$ cat config.mk
export PLATFORM = sky130hd
export DESIGN_NAME = ispb_bridge
export DESIGN_NICKNAME = d
export VERILOG_FILES = /design/src/pkg/ispb_pkg.sv /design/src/verilog/ispb_bridge.sv
export SDC_FILE = /design/constraint.sdc
export NUM_CORES = 1
export LEC_CHECK = 0
export BUFFER_PORTS_ARGS = -buffer_cell sky130_fd_sc_hd__buf_2
export CORE_UTILIZATION = 40
export DETAILED_ROUTE_END_ITERATION = 10
export GPL_ROUTABILITY_DRIVEN = 0
export PLACE_DENSITY = 0.57
export RECOVER_POWER = 100
export SYNTH_ARGS = -nofsm -noshare
export SYNTH_HDL_FRONTEND = slang
export SYNTH_SLANG_ARGS = --single-unit
$ cat constraint.sdc
create_clock -name sys_clk -period 2.4 [get_ports sys_clk]
set_input_delay 0.6 -clock sys_clk [delete_from_list [all_inputs] [get_ports sys_clk]]
set_output_delay 0.6 -clock sys_clk [all_outputs]
set_load 0.01 [all_outputs]
$ cat src/pkg/ispb_pkg.sv
// Behaviour
// - master_select high gives master, low slave; static
// - pin directions follow the role
// - driven MOSI or MISO is open-drain, low only
// - slave drives SCK and chip select push-pull
// - enable high keeps the device awake
// - master idles after chip select high 5.7ms
// - slave idles after line silent 5.7ms
// - wake within 8us on chip select fall or activity
// - line sample is +1, -1 or null
// - pulse timers classify short and long first
// - +1 is positive then negative half; -1 reversed
// - half-pulse 150ns long, 50ns short
// - long carries chip select, short carries data
// - master sends long on select edges, short per bit; with the queue full a newer bit replaces the pending one
// - slave long +1 raises, long -1 lowers select
// - slave short sets MOSI then pulses SCK
// - slave replies short -1 only when MISO low
// - slave never sends long or short +1
// - master: short -1 gives MISO 0, none gives 1
// - straps pick SCK idle level and latching edge
// - slave phase 1 moves SCK with chip select
// constants and types of the spi pulse bridge.
// assumes a 100 MHz system clock.
package ispb_pkg;
	localparam int CLK_PERIOD_NS = 10;
	localparam int CNT_W = 8;
	localparam int IDLE_W = 20;
	localparam int HALF_LONG_NS = 150;
	localparam int HALF_SHORT_NS = 50;
	localparam int RX_SHORT_MIN_NS = 30;
	localparam int RX_LONG_MIN_NS = 100;
	localparam int SLV_SETUP_FAST_NS = 145;
	localparam int SLV_SETUP_SLOW_NS = 1100;
	localparam int SLV_SCK_FAST_NS = 115;
	localparam int SLV_SCK_SLOW_NS = 1100;
	localparam int SLV_REPLY_FAST_NS = 145;
	localparam int SLV_REPLY_SLOW_NS = 1100;
	localparam int IDLE_TIME_US = 5700;
	localparam int IDLE_CYC_DEF = IDLE_TIME_US * 1000 / CLK_PERIOD_NS;
	localparam int SYM_W = 2;
	localparam int SYM_LONG_BIT = 1;
	localparam int SYM_POS_BIT = 0;
	localparam int FIFO_DEPTH = 8;
	localparam logic CS_N_RST = 1'h1;
	localparam logic MISO_RST = 1'h1;

	function automatic logic [CNT_W-1:0] ns_to_cyc(input int ns);
		return CNT_W'((ns + CLK_PERIOD_NS - 1) / CLK_PERIOD_NS);
	endfunction : ns_to_cyc

	function automatic logic [SYM_W-1:0] sym_make(input logic long_sym, input logic pos_sym);
		return {long_sym, pos_sym};
	endfunction : sym_make

	localparam logic [CNT_W-1:0] HALF_LONG_CYC = ns_to_cyc(HALF_LONG_NS);
	localparam logic [CNT_W-1:0] HALF_SHORT_CYC = ns_to_cyc(HALF_SHORT_NS);
	localparam logic [CNT_W-1:0] RX_SHORT_MIN_CYC = ns_to_cyc(RX_SHORT_MIN_NS);
	localparam logic [CNT_W-1:0] RX_LONG_MIN_CYC = ns_to_cyc(RX_LONG_MIN_NS);

	typedef enum logic [1:0] {TX_IDLE = 2'h0, TX_FIRST = 2'h1, TX_SECOND = 2'h2,
		TX_GAP = 2'h3} ispb_tx_st_t;
	typedef enum logic [1:0] {RX_WAIT = 2'h0, RX_FIRST = 2'h1, RX_SECOND = 2'h2} ispb_rx_st_t;
	typedef enum logic [1:0] {SL_IDLE = 2'h0, SL_SETUP = 2'h1, SL_PULSE = 2'h2,
		SL_REPLY = 2'h3} ispb_sl_st_t;
endpackage : ispb_pkg

$ cat src/verilog/ispb_bridge.sv
// spi to differential pulse bridge: symbol fifo and top level.
// assumes all pin inputs synchronous to sys_clk; straps stable.
`timescale 1ns/1ns

module ispb_fifo #(
	parameter int WIDTH = 2,
	parameter int DEPTH = 8
) (
	input wire logic clk,
	input wire logic nrst,
	input wire logic in_valid,
	output logic in_ready,
	input wire logic [WIDTH-1:0] in_data,
	output logic out_valid,
	input wire logic out_ready,
	output logic [WIDTH-1:0] out_data
);
	localparam int AW = $clog2(DEPTH);
	logic [WIDTH-1:0] mem [DEPTH];
	logic [AW-1:0] wr_r, wr_nxt, rd_r, rd_nxt;
	logic [AW:0] cnt_r, cnt_nxt;
	logic push, pop;

	assign in_ready = cnt_r != (AW+1)'(DEPTH);
	assign out_valid = cnt_r != '0;
	assign out_data = mem[rd_r];
	assign push = in_valid && in_ready;
	assign pop = out_valid && out_ready;

	always_comb begin
		wr_nxt = push ? AW'((int'(wr_r) + 1) % DEPTH) : wr_r;
		rd_nxt = pop ? AW'((int'(rd_r) + 1) % DEPTH) : rd_r;
		cnt_nxt = cnt_r + (AW+1)'(push) - (AW+1)'(pop);
	end

	always_ff @(posedge clk) begin
		if (!nrst) begin
			wr_r <= '0;
			rd_r <= '0;
			cnt_r <= '0;
		end else begin
			wr_r <= wr_nxt;
			rd_r <= rd_nxt;
			cnt_r <= cnt_nxt;
		end
		if (push) begin
			mem[wr_r] <= in_data;
		end
	end
endmodule : ispb_fifo

module ispb_bridge #(
	parameter int IDLE_CYC = ispb_pkg::IDLE_CYC_DEF
) (
	input wire logic sys_clk,
	input wire logic nrst,
	input wire logic master_select,
	input wire logic clock_polarity_strap,
	input wire logic clock_phase_strap,
	input wire logic slow_mode,
	input wire logic enable,
	input wire logic cs_n_in,
	output logic cs_n_out,
	output logic cs_n_oe,
	input wire logic sck_in,
	output logic sck_out,
	output logic sck_oe,
	input wire logic mosi_in,
	output logic mosi_out,
	output logic mosi_oe,
	input wire logic miso_in,
	output logic miso_out,
	output logic miso_oe,
	input wire logic line_pos,
	input wire logic line_neg,
	output logic line_pos_drv,
	output logic line_neg_drv,
	output logic idle
);
	localparam int CW = ispb_pkg::CNT_W;

	function automatic logic [CW-1:0] pick_cyc(input logic slow, input int fast_ns,
		input int slow_ns);
		return slow ? ispb_pkg::ns_to_cyc(slow_ns) : ispb_pkg::ns_to_cyc(fast_ns);
	endfunction : pick_cyc

	// straps, caught while reset is held
	logic master_r, polarity_r, phase_r, slow_r;
	always_ff @(posedge sys_clk) begin
		if (!nrst) begin
			master_r <= master_select;
			polarity_r <= clock_polarity_strap;
			phase_r <= clock_phase_strap;
			slow_r <= slow_mode;
		end
	end

	// receiver level classification
	logic rx_is_pos, rx_is_neg;
	assign rx_is_pos = line_pos && !line_neg;
	assign rx_is_neg = line_neg && !line_pos;

	// receiver pulse timers
	ispb_pkg::ispb_rx_st_t rx_st_r, rx_st_nxt;
	logic [CW-1:0] rx_cnt_r, rx_cnt_nxt;
	logic rx_first_pos_r, rx_first_pos_nxt, rx_long_r, rx_long_nxt;
	logic rx_evt_r, rx_evt_nxt, rx_evt_long_r, rx_evt_long_nxt, rx_evt_pos_r, rx_evt_pos_nxt;
	logic rx_same, rx_opp;
	always_comb begin
		rx_st_nxt = rx_st_r;
		rx_cnt_nxt = (rx_cnt_r == '1) ? rx_cnt_r : rx_cnt_r + CW'(1);
		rx_first_pos_nxt = rx_first_pos_r;
		rx_long_nxt = rx_long_r;
		rx_evt_nxt = 1'h0;
		rx_evt_long_nxt = rx_evt_long_r;
		rx_evt_pos_nxt = rx_evt_pos_r;
		rx_same = rx_first_pos_r ? rx_is_pos : rx_is_neg;
		rx_opp = rx_first_pos_r ? rx_is_neg : rx_is_pos;
		case (rx_st_r)
			ispb_pkg::RX_WAIT: begin
				rx_cnt_nxt = CW'(1);
				if (rx_is_pos || rx_is_neg) begin
					rx_first_pos_nxt = rx_is_pos;
					rx_st_nxt = ispb_pkg::RX_FIRST;
				end
			end
			ispb_pkg::RX_FIRST: begin
				if (rx_opp && rx_cnt_r >= ispb_pkg::RX_SHORT_MIN_CYC) begin
					rx_long_nxt = rx_cnt_r >= ispb_pkg::RX_LONG_MIN_CYC;
					rx_cnt_nxt = CW'(1);
					rx_st_nxt = ispb_pkg::RX_SECOND;
				end else if (!rx_same) begin
					rx_st_nxt = ispb_pkg::RX_WAIT;
				end
			end
			ispb_pkg::RX_SECOND: begin
				if (!rx_opp) begin
					rx_st_nxt = ispb_pkg::RX_WAIT;
					if (rx_cnt_r >= (rx_long_r ? ispb_pkg::RX_LONG_MIN_CYC :
						ispb_pkg::RX_SHORT_MIN_CYC)) begin
						rx_evt_nxt = 1'h1;
						rx_evt_long_nxt = rx_long_r;
						rx_evt_pos_nxt = rx_first_pos_r;
					end
				end
			end
			default: rx_st_nxt = ispb_pkg::RX_WAIT;
		endcase
	end
	always_ff @(posedge sys_clk) begin
		if (!nrst) begin
			rx_st_r <= ispb_pkg::RX_WAIT;
			rx_cnt_r <= '0;
			rx_first_pos_r <= 1'h0;
			rx_long_r <= 1'h0;
			rx_evt_r <= 1'h0;
			rx_evt_long_r <= 1'h0;
			rx_evt_pos_r <= 1'h0;
		end else begin
			rx_st_r <= rx_st_nxt;
			rx_cnt_r <= rx_cnt_nxt;
			rx_first_pos_r <= rx_first_pos_nxt;
			rx_long_r <= rx_long_nxt;
			rx_evt_r <= rx_evt_nxt;
			rx_evt_long_r <= rx_evt_long_nxt;
			rx_evt_pos_r <= rx_evt_pos_nxt;
		end
	end

	// master front end, slave sequencer and symbol requests
	ispb_pkg::ispb_sl_st_t sl_st_r, sl_st_nxt;
	logic [CW-1:0] sl_cnt_r, sl_cnt_nxt;
	logic cs_prev_r, cs_prev_nxt, sck_prev_r, sck_prev_nxt;
	logic pend_cs_r, pend_cs_nxt, pend_cs_up_r, pend_cs_up_nxt;
	logic pend_dat_r, pend_dat_nxt, pend_dat_one_r, pend_dat_one_nxt;
	logic pend_rep_r, pend_rep_nxt, miso_val_r, miso_val_nxt;
	logic cs_q_r, cs_q_nxt, sck_q_r, sck_q_nxt, mosi_q_r, mosi_q_nxt;
	logic latch_edge, push_valid, push_ready, push_take;
	logic [ispb_pkg::SYM_W-1:0] push_sym;
	always_comb begin
		cs_prev_nxt = cs_n_in;
		sck_prev_nxt = sck_in;
		pend_cs_nxt = pend_cs_r;
		pend_cs_up_nxt = pend_cs_up_r;
		pend_dat_nxt = pend_dat_r;
		pend_dat_one_nxt = pend_dat_one_r;
		pend_rep_nxt = pend_rep_r;
		miso_val_nxt = miso_val_r;
		cs_q_nxt = cs_q_r;
		sck_q_nxt = sck_q_r;
		mosi_q_nxt = mosi_q_r;
		sl_st_nxt = sl_st_r;
		sl_cnt_nxt = sl_cnt_r + CW'(1);
		// latching edge is the rising one when polarity equals phase
		latch_edge = !cs_n_in && ((polarity_r == phase_r) ? (sck_in && !sck_prev_r) :
			(!sck_in && sck_prev_r));
		push_valid = pend_rep_r || pend_cs_r || pend_dat_r;
		if (pend_rep_r) begin
			push_sym = ispb_pkg::sym_make(1'h0, 1'h0);
		end else if (pend_cs_r) begin
			push_sym = ispb_pkg::sym_make(1'h1, pend_cs_up_r);
		end else begin
			push_sym = ispb_pkg::sym_make(1'h0, pend_dat_one_r);
		end
		push_take = push_valid && push_ready;
		if (push_take) begin
			if (pend_rep_r) begin
				pend_rep_nxt = 1'h0;
			end else if (pend_cs_r) begin
				pend_cs_nxt = 1'h0;
			end else begin
				pend_dat_nxt = 1'h0;
			end
		end
		if (master_r) begin
			if (cs_n_in != cs_prev_r) begin
				pend_cs_nxt = 1'h1;
				pend_cs_up_nxt = cs_n_in;
				miso_val_nxt = 1'h1;
			end
			if (latch_edge) begin
				pend_dat_nxt = 1'h1;
				pend_dat_one_nxt = mosi_in;
				miso_val_nxt = 1'h1;
			end
			if (rx_evt_r && !rx_evt_long_r && !rx_evt_pos_r) begin
				miso_val_nxt = 1'h0;
			end
		end else begin
			case (sl_st_r)
				ispb_pkg::SL_IDLE: begin
					sl_cnt_nxt = '0;
					if (rx_evt_r && rx_evt_long_r) begin
						cs_q_nxt = rx_evt_pos_r;
						if (phase_r) begin
							sck_q_nxt = rx_evt_pos_r ? polarity_r : !polarity_r;
						end
						if (!rx_evt_pos_r) begin
							sl_st_nxt = ispb_pkg::SL_REPLY;
						end
					end else if (rx_evt_r) begin
						mosi_q_nxt = rx_evt_pos_r;
						sl_st_nxt = ispb_pkg::SL_SETUP;
					end
				end
				ispb_pkg::SL_SETUP: begin
					if (sl_cnt_r >= pick_cyc(slow_r, ispb_pkg::SLV_SETUP_FAST_NS,
						ispb_pkg::SLV_SETUP_SLOW_NS) - CW'(1)) begin
						sck_q_nxt = !sck_q_r;
						sl_cnt_nxt = '0;
						sl_st_nxt = ispb_pkg::SL_PULSE;
					end
				end
				ispb_pkg::SL_PULSE: begin
					if (sl_cnt_r >= pick_cyc(slow_r, ispb_pkg::SLV_SCK_FAST_NS,
						ispb_pkg::SLV_SCK_SLOW_NS) - CW'(1)) begin
						sck_q_nxt = !sck_q_r;
						sl_cnt_nxt = '0;
						sl_st_nxt = ispb_pkg::SL_REPLY;
					end
				end
				ispb_pkg::SL_REPLY: begin
					if (sl_cnt_r >= pick_cyc(slow_r, ispb_pkg::SLV_REPLY_FAST_NS,
						ispb_pkg::SLV_REPLY_SLOW_NS) - CW'(1)) begin
						pend_rep_nxt = !miso_in;
						sl_st_nxt = ispb_pkg::SL_IDLE;
					end
				end
				default: sl_st_nxt = ispb_pkg::SL_IDLE;
			endcase
		end
	end
	always_ff @(posedge sys_clk) begin
		if (!nrst) begin
			cs_prev_r <= ispb_pkg::CS_N_RST;
			sck_prev_r <= clock_polarity_strap;
			pend_cs_r <= 1'h0;
			pend_cs_up_r <= 1'h0;
			pend_dat_r <= 1'h0;
			pend_dat_one_r <= 1'h0;
			pend_rep_r <= 1'h0;
			miso_val_r <= ispb_pkg::MISO_RST;
			cs_q_r <= ispb_pkg::CS_N_RST;
			sck_q_r <= clock_polarity_strap;
			mosi_q_r <= 1'h1;
			sl_st_r <= ispb_pkg::SL_IDLE;
			sl_cnt_r <= '0;
		end else begin
			cs_prev_r <= cs_prev_nxt;
			sck_prev_r <= sck_prev_nxt;
			pend_cs_r <= pend_cs_nxt;
			pend_cs_up_r <= pend_cs_up_nxt;
			pend_dat_r <= pend_dat_nxt;
			pend_dat_one_r <= pend_dat_one_nxt;
			pend_rep_r <= pend_rep_nxt;
			miso_val_r <= miso_val_nxt;
			cs_q_r <= cs_q_nxt;
			sck_q_r <= sck_q_nxt;
			mosi_q_r <= mosi_q_nxt;
			sl_st_r <= sl_st_nxt;
			sl_cnt_r <= sl_cnt_nxt;
		end
	end

	// pin drivers: open-drain data, push-pull slave clock and select
	logic cs_n_out_r, cs_n_oe_r, sck_out_r, sck_oe_r, mosi_oe_r, miso_oe_r;
	always_ff @(posedge sys_clk) begin
		if (!nrst) begin
			cs_n_out_r <= ispb_pkg::CS_N_RST;
			cs_n_oe_r <= 1'h0;
			sck_out_r <= clock_polarity_strap;
			sck_oe_r <= 1'h0;
			mosi_oe_r <= 1'h0;
			miso_oe_r <= 1'h0;
		end else begin
			cs_n_out_r <= cs_q_nxt;
			cs_n_oe_r <= !master_r;
			sck_out_r <= sck_q_nxt;
			sck_oe_r <= !master_r;
			mosi_oe_r <= !master_r && !mosi_q_nxt;
			miso_oe_r <= master_r && !miso_val_nxt;
		end
	end
	assign cs_n_out = cs_n_out_r;
	assign cs_n_oe = cs_n_oe_r;
	assign sck_out = sck_out_r;
	assign sck_oe = sck_oe_r;
	assign mosi_out = 1'h0;
	assign mosi_oe = mosi_oe_r;
	assign miso_out = 1'h0;
	assign miso_oe = miso_oe_r;

	// idle timer
	logic [ispb_pkg::IDLE_W-1:0] idle_cnt_r, idle_cnt_nxt;
	logic idle_r, idle_nxt, activity;
	always_comb begin
		activity = master_r ? !cs_n_in : (rx_is_pos || rx_is_neg);
		idle_cnt_nxt = idle_cnt_r;
		idle_nxt = idle_r;
		if (enable || activity) begin
			idle_cnt_nxt = '0;
			idle_nxt = 1'h0;
		end else if (idle_cnt_r >= ispb_pkg::IDLE_W'(IDLE_CYC - 1)) begin
			idle_nxt = 1'h1;
		end else begin
			idle_cnt_nxt = idle_cnt_r + ispb_pkg::IDLE_W'(1);
		end
	end
	always_ff @(posedge sys_clk) begin
		if (!nrst) begin
			idle_cnt_r <= '0;
			idle_r <= 1'h0;
		end else begin
			idle_cnt_r <= idle_cnt_nxt;
			idle_r <= idle_nxt;
		end
	end
	assign idle = idle_r;

	// symbol queue and pulse transmitter
	logic fifo_valid, tx_pop;
	logic [ispb_pkg::SYM_W-1:0] fifo_sym;
	ispb_fifo #(.WIDTH(ispb_pkg::SYM_W), .DEPTH(ispb_pkg::FIFO_DEPTH)) u_fifo (
		.clk(sys_clk),
		.nrst(nrst),
		.in_valid(push_valid),
		.in_ready(push_ready),
		.in_data(push_sym),
		.out_valid(fifo_valid),
		.out_ready(tx_pop),
		.out_data(fifo_sym)
	);
	ispb_pkg::ispb_tx_st_t tx_st_r, tx_st_nxt;
	logic [CW-1:0] tx_cnt_r, tx_cnt_nxt, tx_half;
	logic tx_long_r, tx_long_nxt, tx_pos_r, tx_pos_nxt, pos_drv_r, neg_drv_r;
	assign tx_pop = (tx_st_r == ispb_pkg::TX_IDLE) && !idle_r;
	always_comb begin
		tx_st_nxt = tx_st_r;
		tx_cnt_nxt = tx_cnt_r + CW'(1);
		tx_long_nxt = tx_long_r;
		tx_pos_nxt = tx_pos_r;
		tx_half = tx_long_r ? ispb_pkg::HALF_LONG_CYC : ispb_pkg::HALF_SHORT_CYC;
		case (tx_st_r)
			ispb_pkg::TX_IDLE: begin
				tx_cnt_nxt = '0;
				if (fifo_valid && tx_pop) begin
					tx_long_nxt = fifo_sym[ispb_pkg::SYM_LONG_BIT];
					tx_pos_nxt = fifo_sym[ispb_pkg::SYM_POS_BIT];
					tx_st_nxt = ispb_pkg::TX_FIRST;
				end
			end
			ispb_pkg::TX_FIRST: begin
				if (tx_cnt_r == tx_half - CW'(1)) begin
					tx_cnt_nxt = '0;
					tx_st_nxt = ispb_pkg::TX_SECOND;
				end
			end
			ispb_pkg::TX_SECOND: begin
				if (tx_cnt_r == tx_half - CW'(1)) begin
					tx_cnt_nxt = '0;
					tx_st_nxt = ispb_pkg::TX_GAP;
				end
			end
			ispb_pkg::TX_GAP: begin
				// return to zero so back-to-back symbols stay apart
				if (tx_cnt_r == ispb_pkg::HALF_SHORT_CYC - CW'(1)) begin
					tx_st_nxt = ispb_pkg::TX_IDLE;
				end
			end
			default: tx_st_nxt = ispb_pkg::TX_IDLE;
		endcase
	end
	always_ff @(posedge sys_clk) begin
		if (!nrst) begin
			tx_st_r <= ispb_pkg::TX_IDLE;
			tx_cnt_r <= '0;
			tx_long_r <= 1'h0;
			tx_pos_r <= 1'h0;
			pos_drv_r <= 1'h0;
			neg_drv_r <= 1'h0;
		end else begin
			tx_st_r <= tx_st_nxt;
			tx_cnt_r <= tx_cnt_nxt;
			tx_long_r <= tx_long_nxt;
			tx_pos_r <= tx_pos_nxt;
			pos_drv_r <= (tx_st_nxt == ispb_pkg::TX_FIRST && tx_pos_nxt) ||
				(tx_st_nxt == ispb_pkg::TX_SECOND && !tx_pos_nxt);
			neg_drv_r <= (tx_st_nxt == ispb_pkg::TX_FIRST && !tx_pos_nxt) ||
				(tx_st_nxt == ispb_pkg::TX_SECOND && tx_pos_nxt);
		end
	end
	assign line_pos_drv = pos_drv_r;
	assign line_neg_drv = neg_drv_r;
endmodule : ispb_bridge

==> key figures, run 1 <==
Outcome
  – Status: finished with violations
  – Failing checks: design-rule violations

Floorplanning
  – Die width: 115.7 um
  – Die H: 115.7 um
  – I/O pin count: 24
  – Starting Density: 0.4099
  – Die area: 13390 um2
  – Cell Rows: 41
  – Core area: about 13000 um2

Critical path
  – WP buf/inv: 1
  – R2R Path End: sl_st_r[0]$_SDFFE_PN0P_
  – CP max stage delay: 0.41 ns
  – Worst reg2reg path depth: 8
  – CP Launch Point: slow_r$_DFFE_PN_
  – CP endpoint kind: flop
  – Critical path's slowest cell: or4_1
  – Cell Chain, Critical Path: inv_1 > ha_1 > nor4bb_2 > nand3_1 > o21ai_1 > o21ai_0 > or4_1 > o211a_1
  – R2R Setup Slk: roughly 0.17 ns
  – Arrival time worst endpoint: 2.48 ns
  – CP Launch Type: flop
  – Req. time, crit path: 2.65 ns
  – Largest fanout on the critical path: 3
  – Top delay family on crit path: simple AND/OR/NAND/NOR gates
  – Setup CP Type: flop to flop
  – Critical R2R Launch: slow_r$_DFFE_PN_

Synth
  – Yosys warning total: 0
  – Mean Syn Cell Area: between 9 and 10 um2
  – Async set-or-reset flop fraction in the synthesized netlist: 0
  – Register area share after synthesis: 0.4548
  – Post-synthesis cell count: roughly 530
  – Unique masters post-synth: 58
  – Flops & latches, synth: 107
  – Post-synth top flop: dfxtp_1
  – Netlist Area Pre-Place: between 5000 and 6000 um2
  – Post-synth EDFFs: 21

Clock network
  – Clock Tree Buf Depth: 2
  – Sink Count: 107
  – Htree depth: 3
  – CTS root buf: clkbuf_16
  – Worst-skew pair later-pin latency: 0.35 ns
  – Num CTS Buffers: 9
  – CTS Hold Bufs: 0
  – Reg clk slew, reported paths: 0.07 ns
  – CTS tree: built

STA
  – Sum of negative setup slack: 0 ns
  – Fin crit share: 0.9298
  – Slew HR: 0.6171
  – Fin Hold WS: 0.4207 ns
  – Final Max Slew Viols: 0
  – Worst-Margin Slew: 0.5744 ns
  – FMAX: 448.1 MHz
  – Setup repair after global routing missed its margin: false
  – Min Tclk post-route: approximately 2.2 ns
  – Skew final: roughly 0.0092 ns
  – PnR worst setup slack: 0.1684 ns
  – Fin. Hold Viols: 0
  – Final Setup Violations: 0

Drt
  – DRT Pass-1 Iters: 7
  – Iter 0 DRT Violations: 201
  – Drt drc: 2
  – Vias: 3722
  – Routed WL: 9400 um
  – Post-route antenna net violation count: 0
  – Post-DR vias/cell: between 5 and 6
  – Wire per inst: about 13 um

Global routing
  – First-pass GRT wire length: about 16000 um
  – GRT overflow: 0
  – Pin count of the biggest net entering global routing: 31
  – GRT Util Overall: 0.1504
  – Initial antenna violation count: 0
  – Vias in the first global route: 3460

Worst hold path
  – HP Start: master_select
  – Worst hold path cell count: 1
  – Worst min path class: input port to flop
  – Hold Path End: master_r$_DFFE_PN_

Final layout
  – Area Overhead vs Synth: 11.42%
  – Layout cells sized above 1: 0.07843
  – Commonest non-fill, non-tap cell in the layout: dfxtp_1
  – Final #Nets: approximately 600
  – Most frequent cells in the layout: dfxtp_1 (86), nor2_1 (84), nand2_1 (33)
  – Ant diodes: 0

Place
  – Number of port buffers: 21
  – Hpwl dp: 6619 um
  – Dpl ws: 0.1023 ns

Pwr
  – P_leak: ~0.0022 uW
  – PwrDens: 830.2 nW/um2
  – Worst ir drop on vdd: 0.4804 mV

Job
  – MaxCap Viol Count: 0
worst register-to-register path: cells and delay by family, from the launching register on:
family	cells	cell delay, ns
AOI/OAI and AO/OA	3	0.47
DFF	1	0.38
adders and majority gates	1	0.30
buffers and inverters	1	0.09
and+or+nand+nor	3	0.89
metal layers:
| layer | track usage | routed length (um) | up-vias |
|---|---|---|---|
| li1 | - | - | 1892 |
| met1 | 0.1800 | 4453 | 1773 |
| met2 | 0.2563 | 4537 | 44 |
| met3 | 0.04393 | 253 | 13 |
| met4 | 0.05556 | 155 | 0 |
| met5 | 0 | 0 | - |
cells by family (layout without fill, tap and decap cells):
family          after synthesis  in the layout  share of synthesized area
other cells                   1              2                  0.0007250
fa+ha+maj                    33             33                    0.08128
compound gates               67             67                    0.08370
buf+inv                      44             73                    0.03846
simple gates                215            215                     0.2165
mux                          24             24                    0.05685
xor+xnor                     40             40                    0.06773
flops                       107            107                     0.4548
report_power, final:
| group | switching [uW] | leakage, uW | internal, uW |
|---|---|---|---|
| clock network | 641 | 0.000174 | 1120 |
| logic | 492 | 0.00113 | 425 |
| registers | 119 | 0.000896 | 1980 |
| total | 1250 | 0.00220 | 3530 |
flip-flops by register name, summed over array words and instances (netlist names), 2 cells and up, named ones only:
name,flops
rx_cnt_r,8
u_fifo.rd_r,3
sl_cnt_r,8
u_fifo.mem,16
sl_st_r,2
u_fifo.cnt_r,4
tx_cnt_r,8
tx_st_r,2
idle_cnt_r,20
rx_st_r,2
u_fifo.wr_r,3
final cells by class:
cell class                      count  area, um2
Sequential cell                   107       2352
Clock buffer                       11      232.7
Multi-Input combinational cell    381       2600
Tap cell                          172      215.2
Timing Repair Buffer               29      132.6
Fill cell                        1262       6857
Clock inverter                      5      125.1
Inverter                           28      105.1
metrics by stage:
step	instances	cell area (um2)	total power (uW)	util
floorplan	532	5176	2851	-
global placement	717	5463	3046	0.4329
detailed placement	717	5463	3089	0.4329
CTS	733	5821	4867	0.4612
global route	733	5763	5065	0.4567
finish	733	5763	4784	0.4567
how the worst max path moves through the flow:
stage / slack [ns] / endpoint / cells after the start
after floorplan: 0.01 / u_fifo.cnt_r[2]$_SDFF_PN0_ / 11
after global placement: 0.20 / sl_st_r[0]$_SDFFE_PN0P_ / 8
after detailed placement: 0.10 / sl_st_r[0]$_SDFFE_PN0P_ / 8
after CTS: 0.07 / sl_st_r[0]$_SDFFE_PN0P_ / 8
after global routing: 0.01 / sl_st_r[0]$_SDFFE_PN0P_ / 8
final: 0.17 / sl_st_r[0]$_SDFFE_PN0P_ / 8
synth_stat cells, types with 5 or more instances:
cell type | number | share of area
nor2_1 | 84 | 0.061
nand3b_1 | 5 | 0.0073
edfxtp_1 | 21 | 0.12
nand2_1 | 33 | 0.024
nand2b_1 | 9 | 0.011
xnor2_1 | 21 | 0.036
inv_1 | 27 | 0.020
and3_1 | 11 | 0.013
nor3_1 | 12 | 0.012
dfxtp_1 | 86 | 0.33
nand3_1 | 15 | 0.015
clkbuf_1 | 9 | 0.0065
mux2i_1 | 17 | 0.033
o21ai_0 | 17 | 0.016
or3_1 | 7 | 0.0085
ha_1 | 32 | 0.077
a21oi_1 | 20 | 0.019
nor4_2 | 7 | 0.017
nand4_1 | 6 | 0.0073
xor2_1 | 19 | 0.032
what timing repair did:
item	CTS	global route
buffers inserted	0	0
endpoints found under the setup margin	0	4
resized for setup	0	2
endpoints found under the hold margin	0	0
(Power assumes the default switching activity.)
==> run 2: changes to the inputs <==
- SYNTH_HIERARCHICAL: default -> 1
==> run 2 against run 1 <==
The run now ends clean. Routed wire length up 4.2%. Non-clock buffer count down 1. First-iteration DRC count down 30%. Via count up 4.0%. Total power down 3.9%. Clock power down 9%. Sequential share of layout area down 0.67 points. Clock skew up 0.00069 ns. Critical endpoint is now u_fifo/cnt_r[2]$_SDFF_PN0_.
==> key figures, run 2 <==
Outcome
  – Status: finished clean

Synth
  – Yosys warning total: 6 (+6)
  – Mean Syn Cell Area: 9.602 um2 (-1.4%)
  – Register area share after synthesis: 0.4454 (-0.009373)
  – Synth area leaders: dfxtp_1 (33%), edfxtp_1 (12%), ha_1 (7.1%), nor2_1 (4.2%), mux2i_1 (3.8%)
  – Post-synthesis cell count: 550 (+3.6%)
  – Synth cell count leaders: dfxtp_1 (86), nor2_1 (59), nand2_1 (45)
  – Count leader, synth: dfxtp_1
  – Post-synth top flop: dfxtp_1
  – Netlist Area Pre-Place: 5281 um2 (+2.1%)
  – Yosys top cell area share: 0.3260 (-0.006860)
  – Post-synth EDFFs: 21 (unchanged)
  – Flops & latches, synth: 107 (unchanged)
  – Synth area leader: dfxtp_1
  – Unique masters post-synth: 64 (+10%)
  – Async set-or-reset flop fraction in the synthesized netlist: 0 (unchanged)

Clock network
  – Clock Tree Buf Depth: 2 (unchanged)
  – CTS tree: built
  – Setup bufs post-CTS: 0 (unchanged)
  – CTS root buf: clkbuf_16
  – Htree depth: 3 (unchanged)
  – Sink Count: 107 (unchanged)
  – Num CTS Buffers: 9 (unchanged)
  – Post-cts sizing count: 0 (unchanged)
  – Reg clk slew, reported paths: 0.07 ns (about the same)
  – CTS Hold Bufs: 0 (unchanged)
  – Worst-skew pair later-pin latency: 0.35 ns (about the same)

Floorplanning
  – Starting Density: 0.4151 (+0.005251)
  – Die width: 116.9 um (+1.0%)
  – Die H: 116.9 um (+1.0%)
  – Core area: 12720 um2 (+0.81%)
  – I/O pin count: 24 (unchanged)
  – Cell Rows: 41 (unchanged)
  – Die area: 13670 um2 (+2.1%)

Drt
  – DRT Pass-1 Iters: 4 (-3)
  – Iter 0 DRT Violations: 140 (-30%)
  – Drt drc: 0 (-2)
  – Routed WL: 9791 um (+4.2%)
  – Post-DR vias/cell: 5.156 (+1.5%)
  – Post-route antenna net violation count: 0 (unchanged)
  – Wire per inst: 13.04 um (+1.7%)
  – Vias: 3872 (+4.0%)

Global routing
  – Pin count of the biggest net entering global routing: 30 (-3.2%)
  – GRT overflow: 0 (unchanged)
  – Initial antenna violation count: 0 (unchanged)
  – GRT Util Overall: 0.1592 (+0.008813)
  – Vias in the first global route: 3700 (+6.9%)
  – First-pass GRT wire length: 16810 um (+7.3%)

Critical path
  – Req. time, crit path: 2.64 ns (about the same)
  – CP Launch Type: flop
  – CP endpoint kind: flop
  – Critical R2R Launch: u_fifo/cnt_r[2]$_SDFF_PN0_
  – Largest fanout on the critical path: 8 (+5)
  – R2R Setup Slk: 0.16 ns (about the same)
  – R2R Path End: u_fifo/cnt_r[2]$_SDFF_PN0_
  – Setup CP Type: flop to flop
  – Arrival time worst endpoint: 2.49 ns (about the same)
  – Worst reg2reg path depth: 9 (+1)

Worst hold path
  – Hold Path End: phase_r$_DFFE_PN_
  – HP Start: clock_phase_strap
  – Worst min path class: input port to flop
  – Worst hold path cell count: 1 (unchanged)

Final layout
  – Most frequent cells in the layout: dfxtp_1 (86), nor2_1 (59), nand2_1 (45)
  – Fin area: 5859 um2 (+1.7%)
  – Layout cells sized above 1: 0.07772 (-0.0007112)
  – Commonest non-fill, non-tap cell in the layout: dfxtp_1
  – Regs by FF count: idle_cnt_r (20), u_fifo/mem (16)
  – Ant diodes: 0 (unchanged)
  – Number of flip-flops in the largest register: 20 (unchanged)
  – Biggest register: idle_cnt_r
  – Post-layout util: 0.4606 (+0.003890)
  – Area Overhead vs Synth: 10.95%
  – Final #Nets: 618 (+2.7%)
  – # fillers: 1275 (+1.0%)

Pwr
  – Sequential Power Share: 0.452 (+0.013)
  – PwrDens: 784.5 nW/um2 (-5.5%)
  – Total power: 4597 uW (-3.9%)
  – Comb pwr share: 0.200 (+0.008)
  – Pint: 3372 uW (-4.5%)
  – Sw frac: 0.2664 (+0.004797)
  – Clock power share: 0.348 (-0.021)
  – Worst ir drop on vdd: 0.4581 mV (-4.6%)
  – Switching power total: 1225 uW (-2.2%)
  – P_leak: 0.002219 uW (+0.89%)

STA
  – Fin crit share: 0.9353 (+0.005415)
  – PnR worst setup slack: 0.1554 ns (-0.01300 ns)
  – Final Max Slew Viols: 0 (unchanged)
  – Setup repair after global routing missed its margin: false
  – Sum of negative setup slack: 0 ns (unchanged)
  – Fin. Hold Viols: 0 (unchanged)
  – FMAX: 445.5 MHz (-0.58%)
  – Slew HR: 0.2399 (-0.3771)
  – Final Setup Violations: 0 (unchanged)
  – Worst-Margin Slew: 1.140 ns (+0.5657 ns)
  – Min Tclk post-route: 2.245 ns (+0.01300 ns)
  – Skew final: 0.009858 ns (+0.0006918 ns)

Place
  – DP Area: 5577 um2 (+2.1%)
  – Hpwl dp: 7192 um (+8.6%)
  – Dpl ws: 0.1313 ns (+0.02899 ns)
  – Number of port buffers: 21 (unchanged)

Job
  – MaxCap Viol Count: 0 (unchanged)
[run 2: cell types whose count changed in the layout (fill, tap and decap cells not counted), moves of 6 or more]
cell and change:
a21oi_1 +6, and2_1 +6, nand2_1 +12, nand2b_1 +8
nand3_1 +11, nor2_1 -25, or3_1 +8, xnor2_1 -14
[run 2: layout make-up]
cell class	count	area [um2]	area share
clock buffer	13	292.8	0.04997
clock inverter	3	40.04	0.006833
inverter	28	105.1	0.01794
multi-input combinational	400	2724	0.4649
sequential	107	2352	0.4015
tap	172	215.2	0.03673
timing repair buffer	28	130.1	0.02221
[run 2: worst max-delay path by stage]
| stage | from | slack, ns | end | depth (start not counted) |
|---|---|---|---|---|
| final | u_fifo/cnt_r[2]$_SDFF_PN0_ | 0.16 | u_fifo/cnt_r[2]$_SDFF_PN0_ | 9 |
| after global routing | u_fifo/cnt_r[2]$_SDFF_PN0_ | 0.03 | u_fifo/cnt_r[2]$_SDFF_PN0_ | 9 |
| after CTS | u_fifo/cnt_r[2]$_SDFF_PN0_ | 0.11 | u_fifo/cnt_r[2]$_SDFF_PN0_ | 9 |
| after detailed placement | u_fifo/cnt_r[2]$_SDFF_PN0_ | 0.13 | u_fifo/cnt_r[2]$_SDFF_PN0_ | 9 |
| after global placement | slow_r$_DFFE_PN_ | 0.21 | sl_st_r[0]$_SDFFE_PN0P_ | 8 |
| after floorplan | tx_st_r[0]$_SDFF_PN0_ | 0.20 | u_fifo/cnt_r[2]$_SDFF_PN0_ | 10 |
[run 2: worst max-delay path, stage by stage, from the launching register on]
cell and delay [ns]:
dfxtp_1 0.30, inv_1 0.09, ha_1 0.14, or3b_1 0.42, nand2_2 0.21, xnor2_1 0.10
ha_1 0.21, fa_1 0.38, xor2_1 0.15, and2_0 0.15
[run 2: cells by family after synthesis]
kind of cell / Yosys count / synth area share
xor+xnor: 22 / 0.03649
flops: 107 / 0.4454
simple gates: 228 / 0.2225
fa+ha+maj: 31 / 0.07486
buf+inv: 44 / 0.03649
other cells: 1 / 0.0007101
mux: 31 / 0.07273
compound gates: 86 / 0.1109
[run 2: per-layer routing]
metal	wire [um]	track usage	vias up
li1	-	-	1993
met1	4728	0.1946	1818
met2	4618	0.2671	45
met3	302	0.04531	16
met4	142	0.05907	0
met5	0	0	-
[run 2: per-stage QoR]
stage	hold WS [ns]	std cells
after detailed placement	0.4625	735
after CTS	0.4072	751
after floorplan	0.4379	551
final	0.4248	751
after global routing	0.4099	751
after global placement	0.4508	735
[run 2: power by group through the flow]
stage	clock (uW)	combinational, uW	sequential (uW)
floorplan	0	720	2090
global placement	0	896	2110
detailed placement	0	929	2120
CTS	1660	936	2080
global route	1720	1050	2100
finish	1600	920	2080
